<file path="src/include/touch_serial_pkg.sv">
// constants for the touch controller serial protocol block
package touch_serial_pkg;
	localparam int CLK_HZ         = 200000000;
	localparam int BAUD_RATE      = 38400;
	localparam int BAUD_DIV       = CLK_HZ / BAUD_RATE;
	localparam int CNT_W          = 13;
	localparam logic [7:0] CMD_CLOCK_READ = 8'hB0;
	localparam logic [7:0] CMD_CAL_COUNT  = 8'hB3;
	localparam logic [7:0] CMD_FOCUS      = 8'hB8;
	localparam logic [7:0] CMD_SAMPLES    = 8'hBA;
	localparam logic [7:0] CMD_COMM_MODE  = 8'hBB;
	localparam logic [7:0] CMD_MAX_DELTA  = 8'hBC;
	localparam logic [7:0] CMD_MIN_PRESS  = 8'hBE;
	localparam logic [7:0] CMD_FILTER     = 8'hA0;
	localparam logic [7:0] CMD_SELF_PD    = 8'hA2;
	localparam logic [7:0] CMD_ECHO       = 8'hA3;
	localparam logic [7:0] CMD_PRESSURE   = 8'hA4;
	localparam logic [7:0] CMD_CAL_CHECK  = 8'hA5;
	localparam logic [7:0] CMD_WAKEUP     = 8'hA7;
	localparam logic [7:0] CMD_SHUTDOWN   = 8'hA8;
	localparam logic [7:0] ACK_BYTE       = 8'hCA;
	localparam logic [7:0] HDR_SHORT      = 8'h80;
	localparam logic [7:0] HDR_LONG       = 8'h90;
	localparam int CMD_BIT        = 7;
	localparam int DATA_BITS      = 8;
	localparam int SHORT_LEN      = 4;
	localparam int LONG_LEN       = 5;
	localparam int STRAP_WAIT     = 3;
	localparam logic       RST_FILTER    = 1'b0;
	localparam logic       RST_SELF_PD   = 1'b0;
	localparam logic       RST_ECHO      = 1'b0;
	localparam logic       RST_PRESSURE  = 1'b1;
	localparam logic       RST_CAL_CHECK = 1'b0;
	localparam logic [5:0] RST_FOCUS     = 6'h00;
	localparam logic [5:0] RST_SAMPLES   = 6'h01;
	localparam logic [2:0] RST_COMM_MODE = 3'h1;
	localparam logic [5:0] RST_MAX_DELTA = 6'h00;
	localparam logic [6:0] RST_MIN_PRESS = 7'h00;
	typedef enum logic [1:0] {
		SEQ_IDLE,
		SEQ_REPLY,
		SEQ_PACKET
	} seq_type;
endpackage

</file>
<file path="src/logic/two_entry_buffer.sv">
// two-entry byte buffer with valid and ready on both sides
`timescale 1ns/1ps
module two_entry_buffer (
	input  wire logic       sys_clk,
	input  wire logic       rst_n,
	input  wire logic       inValid,
	input  wire logic [7:0] inData,
	output logic            inReady,
	output logic            outValid,
	output logic [7:0]      outData,
	input  wire logic       outReady
);
	typedef struct packed {
		logic [7:0] slot0;
		logic [7:0] slot1;
		logic [1:0] count;
	} buf_state_type;

	buf_state_type state_ff;
	buf_state_type nxt_state;
	logic          doPush;
	logic          doPop;

	assign inReady  = (state_ff.count != 2'h2);
	assign outValid = (state_ff.count != 2'h0);
	assign outData  = state_ff.slot0;
	assign doPush   = inValid && inReady;
	assign doPop    = outValid && outReady;

	always_comb begin
		nxt_state = state_ff;
		if (doPop) begin
			nxt_state.slot0 = state_ff.slot1;
		end
		if (doPush) begin
			if (state_ff.count == 2'h0 || (doPop && state_ff.count == 2'h1)) begin
				nxt_state.slot0 = inData;
			end else begin
				nxt_state.slot1 = inData;
			end
		end
		nxt_state.count = state_ff.count + {1'b0, doPush} - {1'b0, doPop};
	end

	always_ff @(posedge sys_clk or negedge rst_n) begin
		if (!rst_n) begin
			state_ff <= '0;
		end else begin
			state_ff <= nxt_state;
		end
	end
endmodule

</file>
<file path="src/logic/touch_serial_protocol.sv">
// serial command interpreter and packet sender of the touch controller
`timescale 1ns/1ps
//
// Function
// - link runs 38400 baud, eight data bits, no parity, one stop bit.
// - transmit and receive pins use inverted polarity.
// - top bit set marks a command; data bytes have it cleared.
// - every command gets an acknowledge, plus reply data where defined.
// - packets are five bytes with pressure on, four bytes otherwise.
// - header byte has bit 7 set, bit 4 marks five-byte packet.
// - second byte bit 6 is touch state, cleared on liftoff.
// - X and Y ten bits split over bytes two to four.
// - fifth byte carries seven-bit pressure, omitted when pressure off.
// - filter command toggles routing through the external filter path.
// - low shutdown pin forces power save, overriding internal setting.
// - indicator low in normal operation, high in power save.
// - terminal-ready high means host not ready, low means ready.
// - frequency select sampled once at power up; high means 10 MHz.
// - low reset pin resets; it must be held high otherwise.
// - settings reload fixed defaults on reset; calibration count taken from the calCount input.
// - power save entered automatically when enabled, or by shutdown pin.
// - clock-speed read answers acknowledge then 0 or 1.
// - calibration-count read answers acknowledge then 0, 2, 5 or 13.
module touch_serial_protocol #(
	parameter int BAUD_DIV = touch_serial_pkg::BAUD_DIV
) (
	input  wire logic       sys_clk,
	input  wire logic       rst_n,
	input  wire logic       rxPin,
	output logic            txPin,
	input  wire logic       termReadyPin,
	input  wire logic       shutdownPin,
	input  wire logic       clkSelPin,
	output logic            power_save_indicator,
	input  wire logic       coordValid,
	input  wire logic [9:0] coordX,
	input  wire logic [9:0] coordY,
	input  wire logic [6:0] coordZ,
	input  wire logic       touchState,
	output logic            coordReady,
	input  wire logic       idleTimeout,
	input  wire logic [7:0] calCount,
	output logic            filterEnable,
	output logic            selfPowerDownEnable,
	output logic            echoEnable,
	output logic            pressureEnable,
	output logic            calCheckEnable,
	output logic [5:0]      focusValue,
	output logic [5:0]      sampleCount,
	output logic [2:0]      commMode,
	output logic [5:0]      maxDelta,
	output logic [6:0]      minPressure,
	output logic            fastClock
);
	typedef struct packed {
		logic                                 rxS1;
		logic                                 rxS2;
		logic                                 shdS1;
		logic                                 shdS2;
		logic                                 dtrS1;
		logic                                 dtrS2;
		logic                                 selS1;
		logic                                 selS2;
		logic [1:0]                           strapWait;
		logic                                 fast;
		logic                                 rxBusy;
		logic [touch_serial_pkg::CNT_W-1:0]   rxCnt;
		logic [3:0]                           rxIdx;
		logic [7:0]                           rxShift;
		logic                                 expectData;
		logic [7:0]                           pendCmd;
		logic                                 repPend;
		logic                                 repHasData;
		logic [7:0]                           repData;
		touch_serial_pkg::seq_type            seq;
		logic [2:0]                           seqIdx;
		logic                                 seqHasData;
		logic [7:0]                           seqData;
		logic [9:0]                           pktX;
		logic [9:0]                           pktY;
		logic [6:0]                           pktZ;
		logic                                 pktS;
		logic                                 pktLong;
		logic                                 coordRdy;
		logic                                 filter;
		logic                                 selfPd;
		logic                                 echo;
		logic                                 press;
		logic                                 calChk;
		logic [5:0]                           focus;
		logic [5:0]                           samples;
		logic [2:0]                           mode;
		logic [5:0]                           delta;
		logic [6:0]                           minP;
		logic                                 powerSave;
		logic                                 txBusy;
		logic [touch_serial_pkg::CNT_W-1:0]   txCnt;
		logic [3:0]                           txIdx;
		logic [9:0]                           txShift;
		logic                                 txLine;
	} proto_state_type;

	localparam logic [touch_serial_pkg::CNT_W-1:0] BIT_CNT =
		touch_serial_pkg::CNT_W'(BAUD_DIV - 1);
	localparam logic [touch_serial_pkg::CNT_W-1:0] HALF_CNT =
		touch_serial_pkg::CNT_W'(BAUD_DIV / 2);

	proto_state_type state_ff;
	proto_state_type nxt_state;
	logic            bufInValid;
	logic [7:0]      bufInData;
	logic            bufInReady;
	logic            bufOutValid;
	logic [7:0]      bufOutData;
	logic            bufOutReady;
	logic            rxDone;
	logic [7:0]      rxByte;
	logic            seqLast;

	// packet byte by index
	function automatic logic [7:0] packetByte(
		input logic [2:0] idx,
		input logic       isLong,
		input logic       s,
		input logic [9:0] x,
		input logic [9:0] y,
		input logic [6:0] z
	);
		logic [7:0] b;
		b = 8'h00;
		case (idx)
			3'h0: b = isLong ? touch_serial_pkg::HDR_LONG
				: touch_serial_pkg::HDR_SHORT;
			3'h1: b = {1'b0, s, x[2:0], y[2:0]};
			3'h2: b = {1'b0, x[9:3]};
			3'h3: b = {1'b0, y[9:3]};
			3'h4: b = {1'b0, z};
			default: b = 8'h00;
		endcase
		return b;
	endfunction

	// toggle reply data byte
	function automatic logic [7:0] flagByte(input logic v);
		return {7'h00, v};
	endfunction

	// commands that carry a data byte
	function automatic logic takesData(input logic [7:0] c);
		return (c == touch_serial_pkg::CMD_FOCUS) ||
			(c == touch_serial_pkg::CMD_SAMPLES) ||
			(c == touch_serial_pkg::CMD_COMM_MODE) ||
			(c == touch_serial_pkg::CMD_MAX_DELTA) ||
			(c == touch_serial_pkg::CMD_MIN_PRESS);
	endfunction

	assign rxDone = state_ff.rxBusy && state_ff.rxCnt == '0 &&
		state_ff.rxIdx == 4'(touch_serial_pkg::DATA_BITS + 1);
	assign rxByte = state_ff.rxShift;
	assign seqLast = (state_ff.seq == touch_serial_pkg::SEQ_REPLY) ?
		(state_ff.seqIdx == 3'h1 || !state_ff.seqHasData) :
		(state_ff.seqIdx == (state_ff.pktLong ?
		3'(touch_serial_pkg::LONG_LEN - 1) :
		3'(touch_serial_pkg::SHORT_LEN - 1)));

	always_comb begin
		bufInValid = 1'b0;
		bufInData  = 8'h00;
		case (state_ff.seq)
			touch_serial_pkg::SEQ_REPLY: begin
				bufInValid = 1'b1;
				bufInData  = (state_ff.seqIdx == 3'h0) ?
					touch_serial_pkg::ACK_BYTE : state_ff.seqData;
			end
			touch_serial_pkg::SEQ_PACKET: begin
				bufInValid = 1'b1;
				bufInData  = packetByte(state_ff.seqIdx, state_ff.pktLong,
					state_ff.pktS, state_ff.pktX, state_ff.pktY,
					state_ff.pktZ);
			end
			default: begin
				bufInValid = 1'b0;
			end
		endcase
	end

	assign bufOutReady = !state_ff.txBusy && !state_ff.dtrS2;

	always_comb begin
		nxt_state = state_ff;
		nxt_state.rxS1  = rxPin;
		nxt_state.rxS2  = state_ff.rxS1;
		nxt_state.shdS1 = shutdownPin;
		nxt_state.shdS2 = state_ff.shdS1;
		nxt_state.dtrS1 = termReadyPin;
		nxt_state.dtrS2 = state_ff.dtrS1;
		nxt_state.selS1 = clkSelPin;
		nxt_state.selS2 = state_ff.selS1;
		if (state_ff.strapWait != 2'(touch_serial_pkg::STRAP_WAIT)) begin
			nxt_state.strapWait = state_ff.strapWait + 2'h1;
			if (state_ff.strapWait == 2'(touch_serial_pkg::STRAP_WAIT - 1)) begin
				nxt_state.fast = state_ff.selS2;
			end
		end
		if (!state_ff.rxBusy) begin
			if (state_ff.rxS2) begin
				nxt_state.rxBusy = 1'b1;
				nxt_state.rxCnt  = HALF_CNT;
				nxt_state.rxIdx  = 4'h0;
			end
		end else if (state_ff.rxCnt != '0) begin
			nxt_state.rxCnt = state_ff.rxCnt - 1'b1;
		end else begin
			nxt_state.rxCnt = BIT_CNT;
			nxt_state.rxIdx = state_ff.rxIdx + 4'h1;
			if (state_ff.rxIdx == 4'h0 && !state_ff.rxS2) begin
				nxt_state.rxBusy = 1'b0;
			end else if (state_ff.rxIdx <= 4'(touch_serial_pkg::DATA_BITS)) begin
				nxt_state.rxShift = {~state_ff.rxS2, state_ff.rxShift[7:1]};
				if (state_ff.rxIdx == 4'h0) begin
					nxt_state.rxShift = state_ff.rxShift;
				end
			end else begin
				nxt_state.rxBusy = 1'b0;
			end
		end
		// command parser
		if (rxDone) begin
			nxt_state.powerSave = 1'b0;
			// command byte recognised by top bit
			if (rxByte[touch_serial_pkg::CMD_BIT]) begin
				nxt_state.expectData = takesData(rxByte);
				nxt_state.pendCmd    = rxByte;
				if (!takesData(rxByte)) begin
					nxt_state.repPend    = 1'b1;
					nxt_state.repHasData = 1'b0;
					case (rxByte)
						touch_serial_pkg::CMD_CLOCK_READ: begin
							nxt_state.repHasData = 1'b1;
							nxt_state.repData    = flagByte(state_ff.fast);
						end
						touch_serial_pkg::CMD_CAL_COUNT: begin
							nxt_state.repHasData = 1'b1;
							nxt_state.repData    = calCount;
						end
						touch_serial_pkg::CMD_FILTER: begin
							nxt_state.filter     = !state_ff.filter;
							nxt_state.repHasData = 1'b1;
							nxt_state.repData    = flagByte(!state_ff.filter);
						end
						touch_serial_pkg::CMD_SELF_PD: begin
							nxt_state.selfPd     = !state_ff.selfPd;
							nxt_state.repHasData = 1'b1;
							nxt_state.repData    = flagByte(!state_ff.selfPd);
						end
						touch_serial_pkg::CMD_ECHO: begin
							nxt_state.echo       = !state_ff.echo;
							nxt_state.repHasData = 1'b1;
							nxt_state.repData    = flagByte(!state_ff.echo);
						end
						touch_serial_pkg::CMD_PRESSURE: begin
							nxt_state.press      = !state_ff.press;
							nxt_state.repHasData = 1'b1;
							nxt_state.repData    = flagByte(!state_ff.press);
						end
						touch_serial_pkg::CMD_CAL_CHECK: begin
							nxt_state.calChk     = !state_ff.calChk;
							nxt_state.repHasData = 1'b1;
							nxt_state.repData    = flagByte(!state_ff.calChk);
						end
						touch_serial_pkg::CMD_SHUTDOWN: begin
							nxt_state.powerSave = 1'b1;
						end
						default: begin
							nxt_state.repHasData = 1'b0;
						end
					endcase
				end
			end else if (state_ff.expectData) begin
				nxt_state.expectData = 1'b0;
				nxt_state.repPend    = 1'b1;
				nxt_state.repHasData = 1'b1;
				nxt_state.repData    = rxByte;
				case (state_ff.pendCmd)
					touch_serial_pkg::CMD_FOCUS:     nxt_state.focus   = rxByte[5:0];
					touch_serial_pkg::CMD_SAMPLES:   nxt_state.samples = rxByte[5:0];
					touch_serial_pkg::CMD_COMM_MODE: nxt_state.mode    = rxByte[2:0];
					touch_serial_pkg::CMD_MAX_DELTA: nxt_state.delta   = rxByte[5:0];
					touch_serial_pkg::CMD_MIN_PRESS: nxt_state.minP    = rxByte[6:0];
					default: nxt_state.repHasData = 1'b1;
				endcase
			end
		end
		if (idleTimeout && state_ff.selfPd) begin
			nxt_state.powerSave = 1'b1;
		end else if (coordValid && state_ff.powerSave) begin
			nxt_state.powerSave = 1'b0;
		end
		if (!state_ff.shdS2) begin
			nxt_state.powerSave = 1'b1;
		end
		// byte sequencer
		case (state_ff.seq)
			touch_serial_pkg::SEQ_IDLE: begin
				if (state_ff.repPend) begin
					nxt_state.seq        = touch_serial_pkg::SEQ_REPLY;
					nxt_state.seqIdx     = 3'h0;
					nxt_state.seqHasData = state_ff.repHasData;
					nxt_state.seqData    = state_ff.repData;
					nxt_state.repPend    = rxDone && nxt_state.repPend;
				end else if (coordValid && state_ff.coordRdy) begin
					nxt_state.seq     = touch_serial_pkg::SEQ_PACKET;
					nxt_state.seqIdx  = 3'h0;
					nxt_state.pktLong = state_ff.press;
					nxt_state.pktX    = coordX;
					nxt_state.pktY    = coordY;
					nxt_state.pktZ    = coordZ;
					nxt_state.pktS    = touchState;
				end
			end
			touch_serial_pkg::SEQ_REPLY, touch_serial_pkg::SEQ_PACKET: begin
				if (bufInReady) begin
					nxt_state.seqIdx = state_ff.seqIdx + 3'h1;
					if (seqLast) begin
						nxt_state.seq = touch_serial_pkg::SEQ_IDLE;
					end
				end
			end
			default: begin
				nxt_state.seq = touch_serial_pkg::SEQ_IDLE;
			end
		endcase
		nxt_state.coordRdy = (nxt_state.seq == touch_serial_pkg::SEQ_IDLE) &&
			!nxt_state.repPend && !nxt_state.powerSave;
		if (!state_ff.txBusy) begin
			nxt_state.txLine = 1'b0;
			if (bufOutValid && bufOutReady) begin
				nxt_state.txBusy  = 1'b1;
				nxt_state.txShift = {1'b1, bufOutData, 1'b0};
				nxt_state.txCnt   = BIT_CNT;
				nxt_state.txIdx   = 4'h0;
				nxt_state.txLine  = 1'b1;
			end
		end else if (state_ff.txCnt != '0) begin
			nxt_state.txCnt = state_ff.txCnt - 1'b1;
		end else if (state_ff.txIdx == 4'(touch_serial_pkg::DATA_BITS + 1)) begin
			nxt_state.txBusy = 1'b0;
			nxt_state.txLine = 1'b0;
		end else begin
			nxt_state.txCnt   = BIT_CNT;
			nxt_state.txIdx   = state_ff.txIdx + 4'h1;
			nxt_state.txShift = {1'b1, state_ff.txShift[9:1]};
			nxt_state.txLine  = !state_ff.txShift[1];
		end
	end

	always_ff @(posedge sys_clk or negedge rst_n) begin
		if (!rst_n) begin
			state_ff           <= '0;
			state_ff.rxS1      <= 1'b0;
			state_ff.shdS1     <= 1'b1;
			state_ff.shdS2     <= 1'b1;
			state_ff.fast      <= 1'b1;
			state_ff.filter    <= touch_serial_pkg::RST_FILTER;
			state_ff.selfPd    <= touch_serial_pkg::RST_SELF_PD;
			state_ff.echo      <= touch_serial_pkg::RST_ECHO;
			state_ff.press     <= touch_serial_pkg::RST_PRESSURE;
			state_ff.calChk    <= touch_serial_pkg::RST_CAL_CHECK;
			state_ff.focus     <= touch_serial_pkg::RST_FOCUS;
			state_ff.samples   <= touch_serial_pkg::RST_SAMPLES;
			state_ff.mode      <= touch_serial_pkg::RST_COMM_MODE;
			state_ff.delta     <= touch_serial_pkg::RST_MAX_DELTA;
			state_ff.minP      <= touch_serial_pkg::RST_MIN_PRESS;
			state_ff.seq       <= touch_serial_pkg::SEQ_IDLE;
		end else begin
			state_ff <= nxt_state;
		end
	end

	two_entry_buffer txBuffer (
		.sys_clk  (sys_clk),
		.rst_n    (rst_n),
		.inValid  (bufInValid),
		.inData   (bufInData),
		.inReady  (bufInReady),
		.outValid (bufOutValid),
		.outData  (bufOutData),
		.outReady (bufOutReady)
	);

	assign txPin                = state_ff.txLine;
	assign power_save_indicator = state_ff.powerSave;
	assign coordReady           = state_ff.coordRdy;
	assign filterEnable         = state_ff.filter;
	assign selfPowerDownEnable  = state_ff.selfPd;
	assign echoEnable           = state_ff.echo;
	assign pressureEnable       = state_ff.press;
	assign calCheckEnable       = state_ff.calChk;
	assign focusValue           = state_ff.focus;
	assign sampleCount          = state_ff.samples;
	assign commMode             = state_ff.mode;
	assign maxDelta             = state_ff.delta;
	assign minPressure          = state_ff.minP;
	assign fastClock            = state_ff.fast;
endmodule

</file>
<file path="config.mk">
export PLATFORM = sky130hd
export DESIGN_NAME = touch_serial_protocol
export DESIGN_NICKNAME = d
export VERILOG_FILES = /design/src/include/touch_serial_pkg.sv /design/src/logic/two_entry_buffer.sv /design/src/logic/touch_serial_protocol.sv
export SDC_FILE = /design/constraint.sdc
export NUM_CORES = 1
export LEC_CHECK = 0
export ABC_AREA = 1
export BUFFER_PORTS_ARGS = -buffer_cell sky130_fd_sc_hd__buf_2
export CORE_MARGIN = 2
export CORE_UTILIZATION = 60
export DETAILED_ROUTE_END_ITERATION = 6
export GPL_TIMING_DRIVEN = 0
export HOLD_SLACK_MARGIN = 0.1
export PLACE_DENSITY = 0.87
export SKIP_LAST_GASP = 1
export SYNTH_ARGS = -nofsm -noshare
export SYNTH_HDL_FRONTEND = slang
export SYNTH_HIERARCHICAL = 1
export SYNTH_SLANG_ARGS = --single-unit
export TNS_END_PERCENT = 5
</file>
<file path="constraint.sdc">
create_clock -name sys_clk -period 1.9 [get_ports sys_clk]
set_input_delay 0.285 -clock sys_clk [delete_from_list [all_inputs] [get_ports sys_clk]]
set_output_delay 0.285 -clock sys_clk [all_outputs]
set_load 0.05 [all_outputs]
</file>
==> flow_summary.json <==
{
  "io_buffers": 80,
  "layout.nets": 1212,
  "fmax_ghz": 0.509,
  "path_buf_inv": 3,
  "die_y_um": 127,
  "critical-path-max-stage-delay_ns": 0.43,
  "rows": 44,
  "run_status": "complete, but fails checks",
  "antennaDiodeCount": 0,
  "initial_core_util_pct": 61.8,
  "setup_viol": 12,
  "totalPowerFinal_uw": 12200,
  "place_congestion": 0.881,
  "drt_pass1_iterations": 5,
  "worst_clock_skew_ns": 0.00782,
  "core_area_um2": 14600,
  "vias": 7353,
  "cts_tree": "built",
  "worst_pin_slew_ns": 0.636,
  "violations": "setup timing",
  "grt_pass1_vias": 7304,
  "cp.arrival_ns": 2.33,
  "synthArstFlopShare_pct": 100,
  "critPathCaptureType": "flip-flop",
  "cp_slowest_cell": "dfrtp_1",
  "ys.flop_type": "dfrtp_1",
  "grt_pass1_wl_um": 34000,
  "start_kind": "flip-flop",
  "critPathMaxFanout": 8,
  "postRouteAntennaNets": 0,
  "setup_tns_ns": -0.391,
  "holdPathStages": 2,
  "syn2layout_area_growth_pct": 18.6,
  "path_class": "flip-flop to flip-flop",
  "hpwl_um": 13500,
  "wire_per_inst_um": 15.4,
  "max_slew_margin_pct": 57.6,
  "overflow": 0,
  "layout_worst_path_cycle_share_pct": 104,
  "dieWidth_um": 127,
  "maxCapViolations": 0,
  "cts_buffers": 17,
  "power_leakage_uw": 0.00532,
  "path_delay_family": "buffers and inverters",
  "finalHoldViolCount": 0,
  "grt_max_degree": 97,
  "synth_area_um2": 9040,
  "fillers": 1000,
  "rsz0062_at_grt": "true",
  "powerDensity_nw_per_um2": 1140,
  "yosys_register_bits": 180,
  "min_path_type": "primary input to flip-flop",
  "die-area_um2": 16100,
  "synth-edff-count": 0,
  "cts.path.max_buffers": 2,
  "post_drt_via_cell_ratio": 5.47,
  "synth_area_per_cell_um2": 8.89,
  "dr.first_iter.drc_count": 657,
  "syn_inst": 1017,
  "crit_top_cell": "nand2_1",
  "drt_wl_total_um": 20700,
  "layout_commonest_cell": "nand2_1",
  "timing.final.ws_setup_ns": -0.0665,
  "synth_warnings": 6,
  "grtUsageTotal_pct": 26.4,
  "synth_cell_type_count": 46,
  "cts-root-buf": "clkbuf_16",
  "path_cells": "inv_1 > ha_1 > nand2_1 > inv_2 > a211oi_2 > a21oi_2 > buf_4 > nand2_1 > a21oi_1 > nand2_1 > nand2_1",
  "r2r_cells": 11,
  "drcViolationCount": 0,
  "required_ns": 2.26,
  "pin_count": 81,
  "antenna_found_initial": 0,
  "clk_latency_ns": 0.43,
  "vdd_drop_max_uv": 987,
  "synth-seq-area-share_pct": 49.9,
  "period_needed_ns": 1.97,
  "final_cell_mix": "253 x nand2_1, 174 x dfrtp_1, 89 x inv_1",
  "critical_path_cell_count": 11,
  "clk_pin_slew_ns": 0.06,
  "syn-num-nets": 1081,
  "clkSinkCount": 180,
  "drive_above_1_share_pct": 26.0,
  "slew_viol_final": 0,
  "cts-htree-levels": 4
}
==> worst register-to-register path: cells and delay by family, from the launching register on <==
| family | cells | cell delay (ns) |
|---|---|---|
| DFF | 1 | 0.43 |
| AOI/OAI and AO/OA | 3 | 0.46 |
| and+or+nand+nor | 4 | 0.32 |
| adders and majority gates | 1 | 0.21 |
| buffers and inverters | 3 | 0.50 |
==> cells by family after synthesis <==
logic type | count (synthesis) | share of synthesized area [%]
compound gates | 152 | 9.96
xor+xnor | 16 | 1.55
fa+ha+maj | 20 | 2.77
buf+inv | 165 | 9.14
flops | 180 | 49.9
mux | 37 | 4.59
simple gates | 447 | 22.1
==> where the power goes <==
group	internal, µW	switching (µW)	leakage, µW
logic	1340	1820	0.00275
registers	4680	637	0.00228
clock network	2250	1500	0.000294
==> worst paths after layout <==
path	start	to	slack (ns)
worst max-delay path	state_ff[102]$_DFFE_PN0P_	txBuffer/outData[3]$_DFF_PN0_	-0.07
worst min-delay path	coordY[6]	state_ff[79]$_DFFE_PN0P_	0.11
worst max register to register	state_ff[102]$_DFFE_PN0P_	txBuffer/outData[3]$_DFF_PN0_	-0.07
worst min register to register	nxt_state[161]$_DFF_PN0_	state_ff[161]$_DFF_PN0_	0.35
max in group asynchronous	rst_n	sampleCount[0]$_DFFE_PN1P_	0.55
min in group asynchronous	rst_n	state_ff[74]$_DFFE_PN0P_	0.46
==> cell usage after synthesis (all sizes together), types with 2 or more instances <==
cell type,instances,share of area [%]
a21oi,23,1.4
a22oi,8,0.66
buf,56,4.6
clkbuf,3,0.12
clkinv,2,0.083
dfrtp,174,48
dfstp,6,1.7
ha,20,2.8
inv,104,4.3
mux2,36,4.5
nand2,273,12
nand3,79,4.9
nand3b,2,0.17
nand4,13,0.97
nor2,69,3.3
nor3,6,0.44
o211ai,3,0.25
o21ai,101,6.3
o22ai,9,0.62
or2,4,0.28
xnor2,5,0.48
xor2,11,1.1
==> flip-flops by register name, indices dropped and copies added (netlist names), 3 cells and up <==
| signal | count |
|---|---|
| minPressure | 7 |
| focusValue | 6 |
| nxt_state | 4 |
| commMode | 3 |
| txBuffer/outData | 8 |
| maxDelta | 6 |
| sampleCount | 6 |
| state_ff | 113 |
| txBuffer/state_ff | 10 |
| rxByte | 8 |
==> layer usage <==
layer  vias up  share of wire, %  GRT usage, %  routed length, µm
met5         -                 0             0                  0
met4         0               2.4          9.63                502
met3        41               4.3          5.27                890
met2       182                51          45.9              10500
met1      3593                42          33.1               8720
li1       3537                 -             -                  -
==> final cells by class <==
cell class              count  area, µm²  area share (%)
clock inverters            11        178            1.66
well taps                 184        230            2.15
repair buffers            113        743            6.93
inverters                 106        400            3.73
plain buffers              58        433            4.03
multi-input cells         672       3780            35.3
flip-flops and latches    180       4510            42.0
clock buffers              21        450            4.20
==> metrics by stage <==
step	cell area [µm²]	util, %	cells	hold WS (ns)	worst slack, ns
floorplan	9040	-	1017	-0.0106	0.156
global placement	9670	66.1	1281	0.333	-2.26
detailed placement	9710	66.3	1282	0.325	-0.155
CTS	10600	72.4	1339	0.101	-0.0825
global route	10700	73.3	1345	0.112	-0.169
finish	10700	73.3	1345	0.109	-0.0665
==> repair_timing <==
item	in CTS	in global routing
setup buffers	0	6
resized for setup	2	27
pin swaps	0	2
setup endpoints to repair	42	116
endpoints found under the hold margin	107	0
hold buffers	26	0
Power figures use the tool's default switching activity.
